<file path="config.mk">
export PLATFORM = sky130hd
export DESIGN_NAME = drs_top
export DESIGN_NICKNAME = d
export VERILOG_FILES = /design/src/common/drs_pkg.sv /design/src/common/drs_reg_if.sv /design/src/rtl/drs_qual_timer.sv /design/src/rtl/drs_i2c_slave.sv /design/src/rtl/drs_top.sv
export SDC_FILE = /design/constraint.sdc
export NUM_CORES = 1
export LEC_CHECK = 0
export BUFFER_PORTS_ARGS = -buffer_cell sky130_fd_sc_hd__buf_2
export CORE_MARGIN = 2
export CORE_UTILIZATION = 60
export DETAILED_ROUTE_END_ITERATION = 7
export GPL_TIMING_DRIVEN = 1
export PLACE_DENSITY = 0.77
export REMOVE_ABC_BUFFERS = 1
export SYNTH_ARGS = -nofsm -noshare
export SYNTH_HDL_FRONTEND = slang
export SYNTH_HIERARCHICAL = 1
export SYNTH_SLANG_ARGS = --single-unit
</file>
<file path="constraint.sdc">
create_clock -name i_clk_sys -period 6.1 [get_ports i_clk_sys]
set_clock_uncertainty 0.15 [all_clocks]
set_input_delay 1.22 -clock i_clk_sys [delete_from_list [all_inputs] [get_ports i_clk_sys]]
set_output_delay 1.22 -clock i_clk_sys [all_outputs]
set_load 0.005 [all_outputs]
</file>
<file path="src/common/drs_pkg.sv">
// Function
// - over-temp turns all rails off, restarts
// - over-temp latches fault bit 0
// - over-temp leaves other register bits alone
// - over-temp flag cleared by pin cycling
// - second fault read clears over-temp flag
// - no undervoltage faults during over-temp
// - qualified undervoltage disables the regulator
// - undervoltage shorter than 100us filtered
// - undervoltage latches bits 3, 2, 1
// - undervoltage flags cleared by pin cycling
// - boost starts on either pin, no lockout
// - positive needs its pin and soft-start
// - negative starts 2ms after later event
// - pin low shuts its rail down
// - both pins low turns everything off
// - lockout turns all rails off together
// - enable bits 1, 2 gate negative, positive
// - enable write applied at stop condition
// - 0x07 write starts positive, then negative
// - pin sequencing needs enable bits set
// - tied pins low stop both together
// - hi-z bit keeps pull-down disconnected
// - boost gated by bit 0, bits 0-2 reset one
package drs_pkg;
   localparam logic [7:0] FAULT_FLAGS_ADDR = 8'h04;
   localparam logic [7:0] RAIL_ENABLE_CONTROL_ADDR = 8'h05;
   localparam logic [7:0] FAULT_FLAGS_RST = 8'h00;
   localparam logic [7:0] RAIL_ENABLE_RST = 8'h07;
   localparam int FLT_OTP = 0;
   localparam int FLT_BOOST_UV = 1;
   localparam int FLT_NEG_UV = 2;
   localparam int FLT_POS_UV = 3;
   localparam int EN_BOOST = 0;
   localparam int EN_NEG = 1;
   localparam int EN_POS = 2;
   localparam int EN_POS_HIZ = 3;
   // arbitrary bus address
   localparam logic [6:0] I2C_DEV_ADDR = 7'h2A;
   localparam int CLK_MHZ = 100;
   localparam int NEG_DLY_US = 2000;
   localparam int UV_QUAL_US = 100;
   localparam int NEG_DLY_CYC = NEG_DLY_US * CLK_MHZ;
   localparam int UV_QUAL_CYC = UV_QUAL_US * CLK_MHZ;
endpackage

</file>
<file path="src/common/drs_reg_if.sv">
`timescale 1ns/1ps
`default_nettype none
interface drs_reg_if;
   logic [7:0] addr;
   logic [7:0] wdata;
   logic wr;
   logic rd;
   logic [7:0] rdata;
   modport slave (output addr, wdata, wr, rd, input rdata);
   modport regs (input addr, wdata, wr, rd, output rdata);
endinterface
`default_nettype wire

</file>
<file path="src/rtl/drs_qual_timer.sv">
`timescale 1ns/1ps
`default_nettype none
module drs_qual_timer
   #(parameter int CYCLES = 10)
(
   // clock and reset
   input wire logic i_clk_sys,
   input wire logic i_srst,
   // condition and result
   input wire logic i_cond,
   output logic o_done
);
   localparam int W = $clog2(CYCLES + 1);
   localparam logic [W-1:0] LAST = W'(CYCLES - 1);
   logic [W-1:0] cnt;

   always_ff @(posedge i_clk_sys)
   begin
      if (i_srst || !i_cond)
      begin
         cnt <= '0;
         o_done <= 1'b0;
      end
      else if (!o_done)
      begin
         if (cnt == LAST)
            o_done <= 1'b1;
         else
            cnt <= cnt + W'(1);
      end
   end
endmodule
`default_nettype wire

</file>
<file path="src/rtl/drs_i2c_slave.sv">
`timescale 1ns/1ps
`default_nettype none
module drs_i2c_slave
   import drs_pkg::*;
   #(parameter logic [6:0] DEV_ADDR = I2C_DEV_ADDR)
(
   // clock and reset
   input wire logic i_clk_sys,
   input wire logic i_srst,
   // bus pins
   input wire logic i_scl,
   input wire logic i_sda,
   output logic o_sda_o,
   output logic o_sda_oe_n,
   // register side
   drs_reg_if.slave rb
);
   typedef enum logic [2:0] {ST_IDLE, ST_ADDR, ST_PTR, ST_WDAT, ST_RDAT}
      drs_i2c_st_e;
   drs_i2c_st_e st;
   logic scl_m, scl_s, scl_d, sda_m, sda_s, sda_d;
   logic [3:0] cnt;
   logic [7:0] sh, tx;
   logic rw, wpend, mack;
   logic start, stop, rise, fall;

   // ----------------------------------------
   // pin synchronisers
   // ----------------------------------------
   always_ff @(posedge i_clk_sys)
   begin
      if (i_srst)
      begin
         scl_m <= 1'b1;
         scl_s <= 1'b1;
         scl_d <= 1'b1;
         sda_m <= 1'b1;
         sda_s <= 1'b1;
         sda_d <= 1'b1;
      end
      else
      begin
         scl_m <= i_scl;
         scl_s <= scl_m;
         scl_d <= scl_s;
         sda_m <= i_sda;
         sda_s <= sda_m;
         sda_d <= sda_s;
      end
   end

   assign start = scl_s && scl_d && sda_d && !sda_s;
   assign stop = scl_s && scl_d && !sda_d && sda_s;
   assign rise = scl_s && !scl_d;
   assign fall = !scl_s && scl_d;

   always_ff @(posedge i_clk_sys)
      o_sda_o <= 1'b0;

   // ----------------------------------------
   // byte engine
   // ----------------------------------------
   always_ff @(posedge i_clk_sys)
   begin
      rb.wr <= 1'b0;
      rb.rd <= 1'b0;
      if (i_srst)
      begin
         st <= ST_IDLE;
         cnt <= 4'h0;
         sh <= 8'h00;
         tx <= 8'h00;
         rw <= 1'b0;
         wpend <= 1'b0;
         mack <= 1'b0;
         o_sda_oe_n <= 1'b1;
         rb.addr <= 8'h00;
         rb.wdata <= 8'h00;
      end
      else if (start)
      begin
         st <= ST_ADDR;
         // clock fall after start is no bit: wraps to 0
         cnt <= 4'hF;
         o_sda_oe_n <= 1'b1;
      end
      else if (stop)
      begin
         st <= ST_IDLE;
         o_sda_oe_n <= 1'b1;
         rb.wr <= wpend;
         wpend <= 1'b0;
      end
      else if (rise && st != ST_IDLE)
      begin
         if (cnt != 4'h8)
            sh <= {sh[6:0], sda_s};
         mack <= !sda_s;
      end
      else if (fall && st != ST_IDLE)
      begin
         cnt <= (cnt == 4'h8) ? 4'h0 : cnt + 4'h1;
         o_sda_oe_n <= 1'b1;
         if (cnt == 4'h7)
         begin
            case (st)
               ST_ADDR:
                  if (sh[7:1] == DEV_ADDR)
                  begin
                     o_sda_oe_n <= 1'b0;
                     rw <= sh[0];
                  end
                  else
                     st <= ST_IDLE;
               ST_PTR:
               begin
                  o_sda_oe_n <= 1'b0;
                  rb.addr <= sh;
               end
               ST_WDAT:
               begin
                  o_sda_oe_n <= 1'b0;
                  rb.wdata <= sh;
                  wpend <= 1'b1;
               end
               default:
                  o_sda_oe_n <= 1'b1;
            endcase
         end
         else if (cnt == 4'h8)
         begin
            if ((st == ST_ADDR && rw) || (st == ST_RDAT && mack))
            begin
               st <= ST_RDAT;
               tx <= rb.rdata;
               o_sda_oe_n <= rb.rdata[7];
               rb.rd <= 1'b1;
            end
            else if (st == ST_RDAT)
               st <= ST_IDLE;
            else if (st == ST_ADDR)
               st <= ST_PTR;
            else
               st <= ST_WDAT;
         end
         else if (st == ST_RDAT)
            o_sda_oe_n <= tx[3'(6 - cnt)];
      end
   end
endmodule
`default_nettype wire

</file>
<file path="src/rtl/drs_top.sv">
`timescale 1ns/1ps
`default_nettype none
module drs_top
   import drs_pkg::*;
   #(
      parameter int NEG_DLY_CYCLES = NEG_DLY_CYC,
      parameter int UV_QUAL_CYCLES = UV_QUAL_CYC,
      parameter logic [6:0] DEV_ADDR = I2C_DEV_ADDR
   )
(
   // clock and reset
   input wire logic i_clk_sys,
   input wire logic i_srst,
   // host pins
   input wire logic i_pos_rail_enable_pin,
   input wire logic i_neg_rail_enable_pin,
   input wire logic i_scl,
   input wire logic i_sda,
   output logic o_sda_o,
   output logic o_sda_oe_n,
   // analog indications
   input wire logic i_input_lockout,
   input wire logic i_over_temp,
   input wire logic i_boost_ss_done,
   input wire logic i_boost_rail_low,
   input wire logic i_positive_rail_low,
   input wire logic i_negative_rail_high,
   // rail controls
   output logic o_boost_rail_en,
   output logic o_positive_rail_en,
   output logic o_negative_rail_en,
   output logic o_pos_pulldown_en
);
   drs_reg_if rb();
   logic [7:0] raw, sync_m, sync_s;
   logic pos_s, neg_s, lock_s, otp_s, ss_s;
   logic [2:0] low_s;
   logic [7:0] en_reg, fault;
   logic armed, pin_clr, en_wr, fault_rd, rd_seen, otp_rd_clr;
   logic next_boost, next_pos, next_neg, neg_req, neg_dly_done;
   logic [2:0] uv_cond, uv_done, uv_hit;

   // ----------------------------------------
   // input synchronisers
   // ----------------------------------------
   assign raw = {i_pos_rail_enable_pin, i_neg_rail_enable_pin,
      i_input_lockout, i_over_temp, i_boost_ss_done,
      i_positive_rail_low, i_negative_rail_high, i_boost_rail_low};

   always_ff @(posedge i_clk_sys)
   begin
      if (i_srst)
      begin
         sync_m <= 8'h00;
         sync_s <= 8'h00;
      end
      else
      begin
         sync_m <= raw;
         sync_s <= sync_m;
      end
   end

   assign pos_s = sync_s[7];
   assign neg_s = sync_s[6];
   assign lock_s = sync_s[5];
   assign otp_s = sync_s[4];
   assign ss_s = sync_s[3];
   assign low_s = sync_s[2:0];

   // ----------------------------------------
   // bus slave
   // ----------------------------------------
   drs_i2c_slave #(.DEV_ADDR(DEV_ADDR)) u_i2c (
      .i_clk_sys(i_clk_sys),
      .i_srst(i_srst),
      .i_scl(i_scl),
      .i_sda(i_sda),
      .o_sda_o(o_sda_o),
      .o_sda_oe_n(o_sda_oe_n),
      .rb(rb.slave)
   );

   assign en_wr = rb.wr && rb.addr == RAIL_ENABLE_CONTROL_ADDR;
   assign fault_rd = rb.rd && rb.addr == FAULT_FLAGS_ADDR;

   always_comb
   begin
      case (rb.addr)
         FAULT_FLAGS_ADDR: rb.rdata = fault;
         RAIL_ENABLE_CONTROL_ADDR: rb.rdata = en_reg;
         default: rb.rdata = 8'h00;
      endcase
   end

   // ----------------------------------------
   // enable register
   // ----------------------------------------
   always_ff @(posedge i_clk_sys)
   begin
      if (i_srst)
         en_reg <= RAIL_ENABLE_RST;
      else if (en_wr)
         en_reg <= rb.wdata;
   end

   // ----------------------------------------
   // pin cycle detect
   // ----------------------------------------
   always_ff @(posedge i_clk_sys)
   begin
      if (i_srst)
         armed <= 1'b0;
      else if (!pos_s && !neg_s)
         armed <= 1'b1;
      else if (pos_s && neg_s)
         armed <= 1'b0;
   end

   assign pin_clr = armed && pos_s && neg_s;

   // ----------------------------------------
   // rail sequencing
   // ----------------------------------------
   assign next_boost = !lock_s && !otp_s && (pos_s || neg_s)
      && en_reg[EN_BOOST] && !fault[FLT_BOOST_UV];
   assign next_pos = next_boost && ss_s && pos_s && en_reg[EN_POS]
      && !fault[FLT_POS_UV];
   assign neg_req = next_boost && ss_s && neg_s && en_reg[EN_NEG];
   assign next_neg = neg_req && neg_dly_done && !fault[FLT_NEG_UV];

   drs_qual_timer #(.CYCLES(NEG_DLY_CYCLES)) u_neg_dly (
      .i_clk_sys(i_clk_sys),
      .i_srst(i_srst),
      .i_cond(neg_req),
      .o_done(neg_dly_done)
   );

   // both pins drop the pos and neg enables on one edge
   always_ff @(posedge i_clk_sys)
   begin
      if (i_srst)
      begin
         o_boost_rail_en <= 1'b0;
         o_positive_rail_en <= 1'b0;
         o_negative_rail_en <= 1'b0;
         o_pos_pulldown_en <= 1'b1;
      end
      else
      begin
         o_boost_rail_en <= next_boost;
         o_positive_rail_en <= next_pos;
         o_negative_rail_en <= next_neg;
         o_pos_pulldown_en <= !next_pos && !en_reg[EN_POS_HIZ];
      end
   end

   // ----------------------------------------
   // undervoltage qualification
   // ----------------------------------------
   assign uv_cond[0] = o_boost_rail_en && low_s[0] && !otp_s;
   assign uv_cond[1] = o_negative_rail_en && low_s[1] && !otp_s;
   assign uv_cond[2] = o_positive_rail_en && low_s[2] && !otp_s;

   genvar g;
   generate
      for (g = 0; g < 3; g++)
      begin : g_uv
         drs_qual_timer #(.CYCLES(UV_QUAL_CYCLES)) u_uv (
            .i_clk_sys(i_clk_sys),
            .i_srst(i_srst),
            .i_cond(uv_cond[g]),
            .o_done(uv_done[g])
         );
      end
   endgenerate

   assign uv_hit = uv_done & {3{!otp_s}};

   // ----------------------------------------
   // fault flags
   // ----------------------------------------
   assign otp_rd_clr = fault_rd && rd_seen;

   always_ff @(posedge i_clk_sys)
   begin
      if (i_srst || !fault[FLT_OTP])
         rd_seen <= 1'b0;
      else if (fault_rd)
         rd_seen <= !rd_seen;
   end

   // a new event wins over any clear in the same cycle
   always_ff @(posedge i_clk_sys)
   begin
      if (i_srst)
         fault <= FAULT_FLAGS_RST;
      else
      begin
         fault[7:4] <= 4'h0;
         fault[FLT_OTP] <= otp_s
            || (fault[FLT_OTP] && !pin_clr && !otp_rd_clr);
         fault[FLT_POS_UV:FLT_BOOST_UV] <= uv_hit
            | (fault[FLT_POS_UV:FLT_BOOST_UV] & {3{!pin_clr}});
      end
   end
endmodule
`default_nettype wire

</file>
==> flow_summary.json <==
{
  "reg_top3": "g_uv.u_uv/cnt x42, u_neg_dly/cnt x18",
  "period_needed_ps": 2560,
  "syn_area_per_cell_sq_um": 9.65,
  "clockRootBuffer": "clkbuf_16",
  "clk_path_buf_depth": 2,
  "clock_latency_ps": 420,
  "synth_area_sq_um": 6800,
  "holdBufCountCts": 0,
  "max-vdd-ir-drop_mv": 0.248,
  "grt_max_degree": 44,
  "wirelength_microns": 13300,
  "largest_register_ffs": 42,
  "tritoncts": "done",
  "outcome": "complete, no violations",
  "path_max_fanout": 35,
  "dpl_cell_area_sq_um": 6970,
  "synth_ff_type": "dfxtp_1",
  "stdcell_area_sq_um": 7590,
  "rsz0062_at_grt": "false",
  "setup_viol": 0,
  "yosys-top-cells-area": "dfxtp_1, mux2i_1, nor2_1",
  "fp.coreArea_sq_um": 10900,
  "num_rows": 38,
  "regMostFlops": "g_uv.u_uv/cnt",
  "grt_usage": 0.224,
  "grt_pass1_vias": 4846,
  "synth_common_cells": "dfxtp_1, nor2_1, mux2i_1",
  "dieArea_sq_um": 12200,
  "overflow": 0,
  "fmax_mhz": 391,
  "drcViolationCount": 0,
  "power.leakage_nw": 2.70,
  "cp-start-kind": "input pin",
  "die_h_microns": 110,
  "post-route-period-util": 0.419,
  "clock_power_share": 0.510,
  "cts_inserted_buffers": 17,
  "worst_pin_slew_ps": 1220,
  "rr_worst_depth": 6,
  "synth_edf_count": 0,
  "finalHoldViolCount": 0,
  "yosysMostFrequentCell": "dfxtp_1",
  "slew_violations": 0,
  "gp_congestion": 0.844,
  "synth.yosys.seq_area_share": 0.438,
  "vias": 5136,
  "dp_hpwl_microns": 9100,
  "diodes": 0,
  "crit_required_ps": 6260,
  "yosysTopAreaCell": "dfxtp_1",
  "wire_per_inst_microns": 15.3,
  "p_sw_w": 0.000431,
  "drtPass1Iterations": 5,
  "synth_cells": 705,
  "yosysWarnings": 6,
  "die_w_microns": 110,
  "p_sw_frac": 0.204,
  "critical_path_class": "input pin to flip-flop",
  "grt_pass1_wl_microns": 22800,
  "drive_above_1_share": 0.148,
  "cts_sinks": 149,
  "dr.first_iter.drc_count": 501,
  "ys_types": 78,
  "antenna_found_initial": 0,
  "post_cts_resized": 0,
  "numPortBuffers": 16,
  "vias_per_cell": 5.90,
  "cellInternalPower_w": 0.00168,
  "fin_setup_tns_ps": 0,
  "synth-async-reset-ratio": 0,
  "cts_setup_buffers": 0,
  "arrival_ps": 2720,
  "nFillCells": 845,
  "ant_nets": 0,
  "path_clk_slew_ps": 60,
  "synth_top_area_share": 0.438,
  "end_kind": "flip-flop",
  "drv_cap": 0,
  "worst-r2r-setup-slack_ps": 3570,
  "synth_seq_cells": 149,
  "power.density_nw_per_um2": 278,
  "combPwrFrac": 0.020,
  "pwr-share-seq": 0.470,
  "final_nets": 736,
  "syn_to_final_growth_pct": 11.5,
  "slew-limit-headroom": 0.183,
  "hold_class": "flip-flop to flip-flop",
  "h-tree-depth": 4,
  "whs_path_depth": 1,
  "start_util": 0.622,
  "io_pins": 18
}
area by class of cell:
| cell class | instances | area, sq um | area share |
|---|---|---|---|
| clock buffer | 21 | 470 | 0.0620 |
| clock inverter | 11 | 149 | 0.0196 |
| inverter | 11 | 41.3 | 0.00544 |
| multi-input combinational | 519 | 3660 | 0.483 |
| sequential | 149 | 2980 | 0.393 |
| tap | 140 | 175 | 0.0231 |
| timing repair buffer | 19 | 103 | 0.0135 |
path summary, 6_finish.rpt:
path,startpoint,to
max,i_srst,g_uv[1].u_uv/cnt[3]$_SDFFE_PP0P_
min,u_i2c/scl_m$_SDFF_PP1_,u_i2c/scl_s$_SDFF_PP1_
max reg2reg,u_i2c/cnt[0]$_SDFFE_PP0P_,u_i2c/o_sda_oe_n$_SDFFE_PP1P_
min reg2reg,u_i2c/scl_m$_SDFF_PP1_,u_i2c/scl_s$_SDFF_PP1_
critical path, cell delays in order:
cell      delay (ps)
buf_2            290
buf_4            390
nand2b_1         490
nor2_1            80
a31o_1           230
power groups by stage:
stage	registers, W	logic (W)	clock network, W
final	0.000991	0.0000424	0.00107
after global routing	0.000992	0.0000470	0.00113
after CTS	0.000991	0.0000423	0.00109
after detailed placement	0.00101	0.0000417	0
after global placement	0.00101	0.0000399	0
after floorplan	0.00101	0.0000238	0
metrics by stage:
stage	hold WS (ps)	instances	util	total power, W	setup slack (ps)
after CTS	257	870	0.694	0.00212	3540
final	257	870	0.694	0.00211	3540
after global routing	288	870	0.694	0.00217	3370
after detailed placement	243	838	0.637	0.00105	3110
after floorplan	239	679	-	0.00103	3400
after global placement	241	838	0.637	0.00105	3150
logic make-up (layout without fill, tap and decap cells):
family	after synthesis	in the layout	share of synthesized area
simple gates	339	339	0.315
xor+xnor	30	30	0.0386
buf+inv	37	62	0.0239
mux	48	48	0.0743
other cells	1	1	0.000551
compound gates	94	94	0.0964
fa+ha+maj	7	7	0.0129
flops	149	149	0.438
routing by layer:
metal  up-vias  routed length (microns)  GRT usage  part of all wire
met2       118                     6500      0.370              0.49
li1       2555                        -          -                 -
met3         9                      524     0.0505             0.039
met1      2454                     6140      0.287              0.46
met5         -                        0          0                 0
met4         0                      135     0.0817             0.010
cell usage in the layout (no fill, tap or decap), drive strengths merged, types with 3 or more instances in the layout:
| cell | n |
|---|---|
| mux2i | 46 |
| nor4 | 12 |
| inv | 12 |
| clkinvlp | 6 |
| a31o | 4 |
| o21ai | 24 |
| ha | 7 |
| buf | 19 |
| nor3 | 15 |
| nor2b | 27 |
| nand4b | 9 |
| bufinv | 3 |
| and3 | 15 |
| nand2b | 20 |
| and2 | 3 |
| nand3 | 21 |
| nand3b | 3 |
| xnor2 | 26 |
| a21oi | 30 |
| nor4b | 11 |
| or2 | 6 |
| a31oi | 10 |
| a211oi | 3 |
| or3 | 14 |
| dfxtp | 149 |
| nor2 | 96 |
| nand2 | 43 |
| a41oi | 3 |
| clkbuf | 21 |
| xor2 | 4 |
| nor4bb | 4 |
| nor3b | 8 |
| a211o | 4 |
| nand4 | 20 |
Note: power is estimated with default switching activity, not from simulation.
